## config.mk

```make
export PLATFORM = sky130hd
export DESIGN_NAME = css_supervisor
export DESIGN_NICKNAME = d
export VERILOG_FILES = /design/src/rtl/css_pkg.sv /design/src/rtl/css_supervisor.sv
export VERILOG_INCLUDE_DIRS = /design/src /design/src/rtl
export SDC_FILE = /design/constraint.sdc
export NUM_CORES = 1
export LEC_CHECK = 0
export ABC_AREA = 1
export BUFFER_PORTS_ARGS = -buffer_cell sky130_fd_sc_hd__buf_2
export CELL_PAD_IN_SITES_DETAIL_PLACEMENT = 0
export CELL_PAD_IN_SITES_GLOBAL_PLACEMENT = 1
export CORE_MARGIN = 2
export CORE_UTILIZATION = 42
export CTS_CLUSTER_SIZE = 8
export DETAILED_ROUTE_END_ITERATION = 10
export GPL_TIMING_DRIVEN = 1
export PLACE_DENSITY_LB_ADDON = 0.1
export SETUP_SLACK_MARGIN = 0.15
export SLEW_MARGIN = 10
export SYNTH_ARGS = -nofsm -noshare
export SYNTH_HDL_FRONTEND = slang
export SYNTH_SLANG_ARGS = --single-unit
```

## constraint.sdc

```tcl
create_clock -name clk_i -period 6.3 [get_ports clk_i]
set_input_delay 1.26 -clock clk_i [delete_from_list [all_inputs] [get_ports clk_i]]
set_output_delay 1.26 -clock clk_i [all_outputs]
set_load 0.03 [all_outputs]
```

## src/rtl/css_map.svh

```systemverilog
// Purpose: Offsets, field positions, reset values and timing for the supervisor
// Assumes: 200 MHz clock, Wishbone byte addresses
// Notes:   Definitions only
`ifndef CSS_MAP_SVH
`define CSS_MAP_SVH
// Clock and times
`define CSS_CLK_PERIOD_NS 5
`define CSS_INT_PULSE_NS  128000
`define CSS_TICK_NS       1000000
// Register byte offsets
`define CSS_OFF_CTRL  8'h00
`define CSS_OFF_INPUT_CURRENT_LIMIT  8'h04
`define CSS_OFF_FAST_CHARGE_CURRENT_SETTING  8'h08
`define CSS_OFF_VREG  8'h0C
`define CSS_OFF_STAT  8'h10
`define CSS_OFF_TMR   8'h14
// Control fields
`define CSS_CTRL_CEN   0
`define CSS_CTRL_SLOW  1
`define CSS_CTRL_TSEL  3:2
`define CSS_CEN_RST    1'h1
`define CSS_SLOW_RST   1'h0
`define CSS_TSEL_RST   2'h1
// Value registers: input_current_limit code n means (n+1) x 50 mA, 50..400 mA
`define CSS_INPUT_CURRENT_LIMIT_RST   3'h1
`define CSS_FAST_CHARGE_CURRENT_SETTING_RST   8'h0A
// Regulation code: 10 mV steps above the 3.6 V floor
`define CSS_VREG_RST   7'h3C
`define CSS_WARM_STEP  7'h0E
// Safety durations in ms ticks, zero disables
`define CSS_TMR0_MS    25'h0293370
`define CSS_TMR1_MS    25'h0A4CB80
`define CSS_TMR2_MS    25'h1499700
`define CSS_TMR3_MS    25'h0000000
`define CSS_PRE_DIV    25'hA
`endif

```

## src/rtl/css_pkg.sv

```systemverilog
// Purpose: Types of the charge-safety supervisor
// Assumes: Nothing
// Notes:   Shared by design and bench
package css_pkg;
  typedef enum logic [1:0] {css_idle, css_charge, css_done, css_fault} css_state_t;
  typedef logic [2:0]  css_input_current_limit_t;
  typedef logic [7:0]  css_fast_charge_current_setting_t;
  typedef logic [6:0]  css_vreg_t;
  typedef logic [24:0] css_ms_t;
endpackage

```

## src/rtl/css_supervisor.sv

```systemverilog
// Purpose: Charge safety timer, thermistor zones, thermal shutdown, limit select
// Assumes: Comparator and pin levels arrive asynchronously
// Notes:   Registers on classic Wishbone, one word each
//
// The register addresses and register access over Wishbone were left to the implementer.
`include "css_map.svh"
`timescale 1ns/100ps
`default_nettype none
module css_supervisor #(
  parameter int TICK_CYC = `CSS_TICK_NS / `CSS_CLK_PERIOD_NS,
  parameter int INT_CYC  = `CSS_INT_PULSE_NS / `CSS_CLK_PERIOD_NS
) (
  // Clock and reset
  input  wire logic              clk_i,
  input  wire logic              rst_i,
  // Wishbone slave
  input  wire logic              wb_cyc_i,
  input  wire logic              wb_stb_i,
  input  wire logic              wb_we_i,
  input  wire logic [7:0]        wb_adr_i,
  input  wire logic [3:0]        wb_sel_i,
  input  wire logic [31:0]       wb_dat_i,
  output logic [31:0]            wb_dat_o,
  output logic                   wb_ack_o,
  // Pins and comparators, asynchronous
  input  wire logic              charge_inhibit_pin_i,
  input  wire logic              vin_valid_i,
  input  wire logic              ts_hot_i,
  input  wire logic              ts_cold_i,
  input  wire logic              ts_cool_i,
  input  wire logic              ts_warm_i,
  input  wire logic              thermistor_off_level_i,
  input  wire logic              die_shutdown_i,
  input  wire logic              die_cooled_i,
  input  wire logic              term_done_i,
  input  wire logic              loop_cc_cv_i,
  input  wire logic              precharge_i,
  input  wire logic              input_current_limit_pin_gnd_i,
  input  wire logic              fast_charge_current_setting_pin_gnd_i,
  input  wire css_pkg::css_input_current_limit_t input_current_limit_pin_code_i,
  input  wire css_pkg::css_fast_charge_current_setting_t fast_charge_current_setting_pin_code_i,
  // Interrupt, open drain
  output logic                   int_o,
  output logic                   int_oe_o,
  // Charger and rail controls
  output logic                   charge_en_o,
  output logic                   mid_supply_en_o,
  output logic                   rail_en_o,
  output logic                   aux_en_o,
  output css_pkg::css_input_current_limit_t     input_current_limit_o,
  output css_pkg::css_fast_charge_current_setting_t     fast_charge_current_setting_o,
  output css_pkg::css_vreg_t     vreg_code_o
);
  import css_pkg::*;

  // Duration of a select code
  function automatic css_ms_t dur_of(input logic [1:0] s);
    unique case (s)
      2'h0: dur_of = `CSS_TMR0_MS;
      2'h1: dur_of = `CSS_TMR1_MS;
      2'h2: dur_of = `CSS_TMR2_MS;
      2'h3: dur_of = `CSS_TMR3_MS;
    endcase
  endfunction

  // Two-stage synchronisers for all pins
  localparam int NS = 25;
  logic [NS-1:0] pin_raw;
  logic [NS-1:0] sync1_q;          // Read by sync2_q only
  logic [NS-1:0] sync2_q;
  assign pin_raw = {fast_charge_current_setting_pin_code_i, input_current_limit_pin_code_i, fast_charge_current_setting_pin_gnd_i,
                    input_current_limit_pin_gnd_i, precharge_i, loop_cc_cv_i, term_done_i,
                    die_cooled_i, die_shutdown_i, thermistor_off_level_i,
                    ts_warm_i, ts_cool_i, ts_cold_i, ts_hot_i, vin_valid_i,
                    charge_inhibit_pin_i};
  always_ff @(posedge clk_i)
  begin
    sync1_q <= pin_raw;
    sync2_q <= sync1_q;
  end
  // Named synchronised levels
  wire inh_s   = sync2_q[0];
  wire vin_s   = sync2_q[1];
  wire hot_s   = sync2_q[2];
  wire cold_s  = sync2_q[3];
  wire cool_s  = sync2_q[4];
  wire warm_s  = sync2_q[5];
  wire tsoff_s = sync2_q[6];
  wire dhot_s  = sync2_q[7];
  wire dcool_s = sync2_q[8];
  wire term_s  = sync2_q[9];
  wire ccv_s   = sync2_q[10];
  wire pre_s   = sync2_q[11];
  wire ignd_s  = sync2_q[12];
  wire sgnd_s  = sync2_q[13];
  wire css_input_current_limit_t ipin_s = sync2_q[16:14];
  wire css_fast_charge_current_setting_t spin_s = sync2_q[24:17];

  // Software registers
  logic      cen_n_q;              // Active-low charge enable
  logic      slow_q;               // Half-rate timer enable
  logic [1:0] tsel_q;              // Safety time select
  css_input_current_limit_t input_current_limit_q;
  css_fast_charge_current_setting_t fast_charge_current_setting_q;
  css_vreg_t vreg_q;
  logic      host_q;               // Set by first bus write
  logic      ack_q;

  // Bus decode
  wire req     = wb_cyc_i & wb_stb_i & ~ack_q;
  wire wr_lane = req & wb_we_i & wb_sel_i[0];
  wire wr_ctrl = wr_lane & (wb_adr_i == `CSS_OFF_CTRL);
  wire wr_input_current_limit = wr_lane & (wb_adr_i == `CSS_OFF_INPUT_CURRENT_LIMIT);
  wire wr_fast_charge_current_setting = wr_lane & (wb_adr_i == `CSS_OFF_FAST_CHARGE_CURRENT_SETTING);
  wire wr_vreg = wr_lane & (wb_adr_i == `CSS_OFF_VREG);

  // State and timer
  css_state_t st_q, st_d;
  css_ms_t    tmr_q, tmr_d;
  logic [17:0] pre_q;              // Tick prescaler
  logic       half_q;              // Half-rate phase
  logic       fault_q;
  logic       tshut_q;
  logic       inh_prev_q;
  logic       vin_prev_q;
  logic [14:0] int_cnt_q;

  // Zone decode, all void while thermistor is off
  wire ts_susp  = ~tsoff_s & (hot_s | cold_s);
  wire cool_act = ~tsoff_s & ~ts_susp & cool_s;
  wire warm_act = ~tsoff_s & ~ts_susp & warm_s;

  // Charge request; die shutdown withdraws it
  wire charge_req = vin_s & ~inh_s & ~cen_n_q & ~tshut_q;
  wire start      = (st_q == css_idle) & charge_req & ~fault_q;
  wire running    = st_q == css_charge;

  // Prescaled tick and rate choice
  wire tick     = pre_q == 18'(TICK_CYC - 1);
  wire full_rt  = ~slow_q | ccv_s;
  wire run      = running & ~ts_susp;
  wire adv      = run & tick & (full_rt | half_q);
  wire tsel_chg = wr_ctrl & (wb_dat_i[`CSS_CTRL_TSEL] != tsel_q) & running;
  wire tmr_clr  = start | tshut_q | tsel_chg;

  // Limit compare, pre-charge is one tenth
  wire css_ms_t dur   = dur_of(tsel_q);
  wire css_ms_t limit = pre_s ? dur / `CSS_PRE_DIV : dur;
  wire expire = run & ~term_s & (dur != '0) & (tmr_q >= limit);

  // Fault clear events
  wire inh_edge = inh_s ^ inh_prev_q;
  wire vin_fall = vin_prev_q & ~vin_s;

  // Selected limits
  wire css_input_current_limit_t input_current_limit_sel = (host_q | ignd_s) ? input_current_limit_q : ipin_s;
  wire css_fast_charge_current_setting_t fast_charge_current_setting_sel = sgnd_s ? fast_charge_current_setting_q : spin_s;
  wire css_vreg_t vwarm    = (vreg_q > `CSS_WARM_STEP) ? vreg_q - `CSS_WARM_STEP : '0;

  // Next state
  always_comb
  begin
    st_d = st_q;
    unique case (st_q)
      css_idle:
        if (start)
          st_d = css_charge;
      css_charge:
        if (!charge_req)
          st_d = css_idle;
        else if (term_s)
          st_d = css_done;
        else if (expire)
          st_d = css_fault;
      css_done:
        if (!charge_req)
          st_d = css_idle;
      css_fault:
        if (!fault_q)
          st_d = css_idle;
    endcase
  end

  // Timer next value: clear beats advance
  always_comb
  begin
    tmr_d = tmr_q;
    if (tmr_clr)
      tmr_d = '0;
    else if (adv)
      tmr_d = tmr_q + 25'h0000001;
  end

  // Register file writes and host mode
  always_ff @(posedge clk_i)
  begin
    if (rst_i)
    begin
      cen_n_q <= `CSS_CEN_RST;
      slow_q  <= `CSS_SLOW_RST;
      tsel_q  <= `CSS_TSEL_RST;
      input_current_limit_q  <= `CSS_INPUT_CURRENT_LIMIT_RST;
      fast_charge_current_setting_q  <= `CSS_FAST_CHARGE_CURRENT_SETTING_RST;
      vreg_q  <= `CSS_VREG_RST;
      host_q  <= 1'h0;
    end
    else
    begin
      // Any write leaves default mode
      if (req & wb_we_i)
        host_q <= 1'h1;
      if (wr_ctrl)
      begin
        cen_n_q <= wb_dat_i[`CSS_CTRL_CEN];
        slow_q  <= wb_dat_i[`CSS_CTRL_SLOW];
        tsel_q  <= wb_dat_i[`CSS_CTRL_TSEL];
      end
      if (wr_input_current_limit)
        input_current_limit_q <= wb_dat_i[2:0];
      if (wr_fast_charge_current_setting)
        fast_charge_current_setting_q <= wb_dat_i[7:0];
      if (wr_vreg)
        vreg_q <= wb_dat_i[6:0];
    end
  end

  // Bus answer: one wait state, unmapped reads zero
  always_ff @(posedge clk_i)
  begin
    if (rst_i)
    begin
      ack_q    <= 1'h0;
      wb_dat_o <= 32'h00000000;
    end
    else
    begin
      ack_q <= req;
      unique case (wb_adr_i)
        `CSS_OFF_CTRL: wb_dat_o <= {28'h0, tsel_q, slow_q, cen_n_q};
        `CSS_OFF_INPUT_CURRENT_LIMIT: wb_dat_o <= {29'h0, input_current_limit_q};
        `CSS_OFF_FAST_CHARGE_CURRENT_SETTING: wb_dat_o <= {24'h0, fast_charge_current_setting_q};
        `CSS_OFF_VREG: wb_dat_o <= {25'h0, vreg_q};
        `CSS_OFF_STAT: wb_dat_o <= {26'h0, host_q, ts_susp, tshut_q, fault_q, st_q};
        `CSS_OFF_TMR:  wb_dat_o <= {7'h0, tmr_q};
        default:       wb_dat_o <= 32'h00000000;
      endcase
    end
  end
  assign wb_ack_o = ack_q;

  // Timer, prescaler, fault and shutdown latches
  always_ff @(posedge clk_i)
  begin
    if (rst_i)
    begin
      st_q       <= css_idle;
      tmr_q      <= '0;
      pre_q      <= 18'h00000;
      half_q     <= 1'h0;
      fault_q    <= 1'h0;
      tshut_q    <= 1'h0;
      inh_prev_q <= 1'h0;
      vin_prev_q <= 1'h0;
    end
    else
    begin
      st_q       <= st_d;
      tmr_q      <= tmr_d;
      inh_prev_q <= inh_s;
      vin_prev_q <= vin_s;
      // Prescaler freezes with the timer
      if (tmr_clr)
      begin
        pre_q  <= 18'h00000;
        half_q <= 1'h0;
      end
      else if (run)
      begin
        pre_q <= tick ? 18'h00000 : pre_q + 18'h00001;
        if (tick)
          half_q <= ~half_q;
      end
      // Set wins over the clear
      if (expire)
        fault_q <= 1'h1;
      else if (inh_edge | vin_fall)
        fault_q <= 1'h0;
      // Hysteresis: leave only once cooled
      if (dhot_s)
        tshut_q <= 1'h1;
      else if (dcool_s)
        tshut_q <= 1'h0;
    end
  end

  // Interrupt pulse timer
  always_ff @(posedge clk_i)
  begin
    if (rst_i)
      int_cnt_q <= 15'h0000;
    else if (expire & ~fault_q)
      int_cnt_q <= 15'(INT_CYC);
    else if (int_cnt_q != 15'h0000)
      int_cnt_q <= int_cnt_q - 15'h0001;
  end
  assign int_o    = 1'b0;
  assign int_oe_o = int_cnt_q != 15'h0000;

  // Outputs to the analog side
  always_ff @(posedge clk_i)
  begin
    if (rst_i)
    begin
      charge_en_o                   <= 1'h0;
      mid_supply_en_o               <= 1'h0;
      rail_en_o                     <= 1'h0;
      aux_en_o                      <= 1'h0;
      input_current_limit_o         <= `CSS_INPUT_CURRENT_LIMIT_RST;
      fast_charge_current_setting_o <= `CSS_FAST_CHARGE_CURRENT_SETTING_RST;
      vreg_code_o                   <= `CSS_VREG_RST;
    end
    else
    begin
      charge_en_o     <= (st_d == css_charge) & ~ts_susp & ~tshut_q;
      mid_supply_en_o <= ~tshut_q;
      rail_en_o       <= ~tshut_q;
      aux_en_o        <= ~tshut_q;
      input_current_limit_o <= input_current_limit_sel;
      // Code assumed linear in current, so a shift halves it
      fast_charge_current_setting_o <= cool_act ? fast_charge_current_setting_sel >> 1 : fast_charge_current_setting_sel;
      // Code zero is the floor, so no wrap below it
      vreg_code_o <= warm_act ? vwarm : vreg_q;
    end
  end
endmodule
`default_nettype wire

```

# Word-level counts from Yosys, hierarchy flattened
# Cells that the tools add are included.
# totals
ff_bits,191
input_bits,74
wordCells,130
# op_classes
n_addsub,4
div,1
magnitude_cmp,2
n_eq_ne,14
mux,22
bitwise_logic,48
n_reduce_logical,12
# ops
operator,n
25-bit case mux with 6 select lines,1
25-bit case mux with 4 select lines,1
15-bit two-way mux,2
1-bit bitwise AND,29
"25-bit by 1-bit adder with 25-bit output, second input constant",1
"25-bit by 4-bit divider with 25-bit output, second input constant",1
25-bit greater-or-equal comparator,1
25-bit two-way mux,1
25-bit nonzero test,1
7-bit two-way mux,3
"18-bit by 1-bit adder with 18-bit output, second input constant",1
"18-bit == test, second input constant",1
18-bit two-way mux,1
"8-bit by 4-bit == test with 1-bit output, second input constant",2
"8-bit by 5-bit == test with 1-bit output, second input constant",2
15-bit nonzero test,1
"15-bit by 1-bit subtractor with 15-bit output, second input constant",1
2-bit two-way mux,6
1-bit NOT,11
"2-bit == test, second input constant",4
"8-bit by 3-bit == test with 1-bit output, second input constant",1
8-bit logical NOT,1
8-bit two-way mux,1
2-bit case mux with 4 select lines,1
other kinds (12),28

# Logic depth before layout (Yosys ltp)
# logic_depth
ltp_word,14
ltp_mapped,52

# Worst setup path before layout
# OpenSTA, ideal clock, no wires.
# synth_timing
path_type,register to register
from,register tsel_q[0]
to,register int_cnt_q[0]
setup_ns,0.132
arrival_time_ns,5.169
required_ns,6.168
path_slack_ns,0.999
path_stages_with_launch,49
n_path_buf,3
synth_period_minus_slack_ns,5.301
cell_sequence,dfxtp_1 inv_1 ha_1 buf_4 nand2_1 inv_2 nor2_1 nand4_1 nand3_1 nand2_1 inv_2 nand2_2 nor2_4 nand2_4 nand2_2 nand3_2 nor2_4 nand2_4 [... 13 more ...] nand2_1 a21oi_2 ha_1 nor2_1 a211oi_1 o21ai_0 a21o_1 a21oi_1 o21ai_0 nand2_1 o211ai_1 a21oi_1 o221ai_1 nand4_1 or2_2 nand2_1 clkbuf_1 a21oi_1
# synth_between
elab_chain_cells,8
word_cells_on_any_way,13
# synth_lines
element,line,rtl
"start, declared",css_supervisor.sv:102,logic [1:0] tsel_q;
"start signal, assigned",css_supervisor.sv:201,tsel_q <= `CSS_TSEL_RST;
"start signal, assigned",css_supervisor.sv:216,tsel_q <= wb_dat_i[`CSS_CTRL_TSEL];
"2-bit == test, or another cell as far along",css_supervisor.sv:58,unique case (s)
25-bit case mux with 4 select lines *,css_supervisor.sv:58,
25-bit by 4-bit divider with 25-bit output (no source line),-,
25-bit two-way mux,css_supervisor.sv:148,wire css_ms_t limit = pre_s ? dur / `CSS_PRE_DIV : dur;
25-bit greater-or-equal comparator,css_supervisor.sv:149,wire expire = run & ~term_s & (dur != '0) & (tmr_q >= limit);
1-bit bitwise AND *,css_supervisor.sv:149,
1-bit bitwise AND *,css_supervisor.sv:301,else if (expire & ~fault_q)
2-bit OR reduction (no source line) *,-,
"end signal, assigned",css_supervisor.sv:302,int_cnt_q <= 15'(INT_CYC);
"end signal, assigned",css_supervisor.sv:304,int_cnt_q <= int_cnt_q - 15'h0001;
"end, declared",css_supervisor.sv:126,logic [14:0] int_cnt_q;
# Every way passes the cells marked *; elsewhere a longest branch is shown, timed or not. The select of a mux whose other input is x is not followed.
# A chain may end at the register's enable or synchronous reset.

# Worst setup path after layout
# layout_timing
from,register tsel_q[0]
to,register st_q[1]
# layout_between
elab_chain_cells,10
word_cells_on_any_way,15
# layout_lines
element,line,rtl
"2-bit == test, or another cell as far along",css_supervisor.sv:58,
25-bit case mux with 4 select lines *,css_supervisor.sv:58,
25-bit by 4-bit divider with 25-bit output (no source line),-,
25-bit two-way mux,css_supervisor.sv:148,
25-bit greater-or-equal comparator,css_supervisor.sv:149,
1-bit bitwise AND *,css_supervisor.sv:149,
2-bit two-way mux *,css_supervisor.sv:173,else if (expire)
2-bit two-way mux *,css_supervisor.sv:171,else if (term_s)
2-bit two-way mux *,css_supervisor.sv:169,if (!charge_req)
2-bit case mux with 4 select lines *,css_supervisor.sv:164,unique case (st_q)
"end signal, assigned",css_supervisor.sv:256,st_q <= css_idle;
"end signal, assigned",css_supervisor.sv:267,st_q <= st_d;
"end, declared",css_supervisor.sv:118,"css_state_t st_q, st_d;"
# Marked as above.

==> qor.yml <==
min_period_over_period: 0.912
final_max_slew_viol_count: 0
ys_seq_elements: 184
rsz0062_at_grt: "no"
dp.final_hpwl_mm: 16.8
areaGrowthSynthToFinish_pct: 24.3
setup_viol: 0
fin_skew_ps: 10.7
io_pins: 131
setup.worst_path.class: "flop to flop"
maxSlewHeadroom: 0.451
drt-initial-drc-count: 437
p_clk_frac: 0.418
clock_latency_ps: 430
rows: 52
ir_drop_v: 0.000199
place_ws_ps: 229
ys.flop_type: "dfxtp_1"
outcome: "finished, final reports clean"
ys_seq_area_frac: 0.422
syn_inst: 1165
hold_violations: 0
hp-class: "flop to flop"
power_density_nw_per_um2: 239
fin_ws_ps: 554
grt_pass1_vias: 7565
port_buffers: 95
fillers: 2100
detail_route.wl_per_cell_um: 13.8
p_comb_frac: 0.104
cp_slowest_stage_delay_ps: 370
p_sw_frac: 0.274
dp_cells: 1571
postSynthAreaPerCell_um2: 7.49
clk_pin_slew_ps: 80
antenna_found_initial: 0
drt-total-wl_mm: 22.2
core_area_um2: 20300
cp_common_cell: "nand2_2"
layout_common_cells: "182 x dfxtp_1, 181 x nand2_1, 147 x inv_1"
grt_max_degree: 37
track_usage: 0.207
grt_pass1_wl_mm: 36.9
path_max_fanout: 8
multiInputGateArea_um2: 4510
drt-pass1-iter-count: 4
finalSetupTns_ps: 0
dieArea_um2: 22000
cts_num_sinks: 184
cap_violations: 0
power.switching_uw: 713
worst-path-buf-inv: 6
drc: 0
worstPathArrival_ps: 6060
yosysWarnings: 0
holdBufCountCts: 0
seqCellArea_um2: 3690
cp-start-kind: "flop"
gp_congestion: 0.845
internal_power_uw: 1880
nets: 1443
period_minus_slack_ps: 5750
tightest_slew_ps: 822
seqPwrFrac: 0.478
cp_slowest_cell: "dfxtp_4"
path_delay_family: "simple AND/OR/NAND/NOR gates"
fmax_mhz: 174
cts_buffer_depth: 2
via_count: 7926
cts_buffers: 17
end_kind: "flop"
p_leak_uw: 0.00475
final-instance-count-excl-fill: 1611
ys_async_sr_fraction: 0
cts-root-buf: "clkbuf_16"
syn_area_um2: 8730
ant_nets: 0
dieHeight_um: 148
total_power_uw: 2600
die_width_um: 148
diodes: 0
htreeDepth: 4
drive_gt1_frac: 0.223
synth-edff-count: 0
layout_commonest_cell: "dfxtp_1"
vias_per_cell: 4.92
floorplan.initialDensity: 0.430
tritoncts: "built"
grt-ovfl-total: 0
hold_slack_ps: 328
synth_cell_types: 54
crit_required_ps: 6610
[per-stage QoR]
stage | util | cell area [um2]
6_report | 0.535 | 10900
5_1_grt | 0.535 | 10900
4_1_cts | 0.517 | 10500
3_5_place_dp | 0.488 | 9900
3_3_place_gp | 0.488 | 9900
2_1_floorplan | - | 8760
[cell families (layout without fill, tap and decap cells)]
family | after synthesis | in the layout | synth area share
multiplexers | 1 | 1 | 0.00115
buffers and inverters | 198 | 367 | 0.0927
adder cells (fa/ha/maj) | 41 | 41 | 0.0588
AND/OR/NAND/NOR | 507 | 507 | 0.268
flip-flops | 184 | 184 | 0.422
other | 1 | 8 | 0.000430
XOR/XNOR | 13 | 13 | 0.0130
AO/OA/AOI/OAI | 220 | 220 | 0.144
[final timing paths]
| check | slack, ps | cells past startpoint | endpoint | start |
|---|---|---|---|---|
| worst max-delay path | 550 | 49 | st_q[1]$_SDFF_PP0_ | tsel_q[0]$_SDFFE_PP1P_ |
| worst min-delay path | 330 | 0 | sync2_q[8]$_DFF_P_ | sync1_q[8]$_DFF_P_ |
| worst max register to register | 550 | 49 | st_q[1]$_SDFF_PP0_ | tsel_q[0]$_SDFFE_PP1P_ |
| worst min register to register | 330 | 0 | sync2_q[8]$_DFF_P_ | sync1_q[8]$_DFF_P_ |
[what timing repair did]
item                       in CTS  in global routing
buffers inserted                0                  8
setup endpoints to repair       0                 18
gates resized for setup         0                 74
[area by class of cell]
| class | instances | share of cell area |
|---|---|---|
| well taps | 270 | 0.0311 |
| inverters | 164 | 0.0583 |
| flip-flops and latches | 184 | 0.340 |
| multi-input cells | 790 | 0.415 |
| clock inverters | 13 | 0.0144 |
| clock buffers | 19 | 0.0408 |
| repair buffers | 171 | 0.100 |
[power groups by stage]
stage | Combinational, uW | Sequential [uW] | Clock, uW
3_5_place_dp | 270 | 1270 | 0
5_1_grt | 314 | 1250 | 1160
3_3_place_gp | 268 | 1270 | 0
6_report | 271 | 1240 | 1090
4_1_cts | 271 | 1240 | 1110
2_1_floorplan | 200 | 1270 | 0
[registers in the layout (all words and copies together), names as in the netlist, 2 cells and up]
register	flops
tsel_q	2
st_q	2
pre_q	18
input_current_limit_o	3
tmr_q	25
int_cnt_q	15
fast_charge_current_setting_o	8
sync1_q	25
input_current_limit_q	3
vreg_q	7
vreg_code_o	7
sync2_q	25
fast_charge_current_setting_q	8
wb_dat_o	25
[metal layers]
metal / GRT usage / part of all wire / up-vias / wire (um)
li1: - / - / 4174 / -
met1: 0.278 / 0.48 / 3576 / 10700
met2: 0.342 / 0.47 / 145 / 10300
met3: 0.0426 / 0.035 / 31 / 767
met4: 0.0538 / 0.018 / 0 / 402
met5: 0 / 0 / - / 0
[synthesized netlist by cell type (all sizes together), types with 2 or more instances]
cell | n | area (um2)
a211oi | 4 | 30.0
clkbuf | 19 | 71.3
xor2 | 9 | 78.8
and3 | 2 | 12.5
nand2 | 213 | 860
clkinv | 4 | 15.0
or2 | 3 | 18.8
nand4 | 23 | 171
o21a | 7 | 52.6
nor2 | 140 | 563
xnor2 | 4 | 35.0
nor4 | 10 | 62.6
a31oi | 4 | 25.0
a221oi | 7 | 61.3
o21ai | 75 | 375
nor3 | 48 | 245
a21oi | 89 | 453
o211ai | 12 | 90.1
a41oi | 2 | 17.5
a21boi | 2 | 18.8
o21bai | 2 | 15.0
dfxtp | 184 | 3680
nor3b | 9 | 67.6
o22ai | 8 | 50.1
ha | 41 | 513
buf | 15 | 118
nand3 | 57 | 315
inv | 160 | 606
a311oi | 2 | 17.5
No activity file was read; power rests on OpenSTA's default activity.
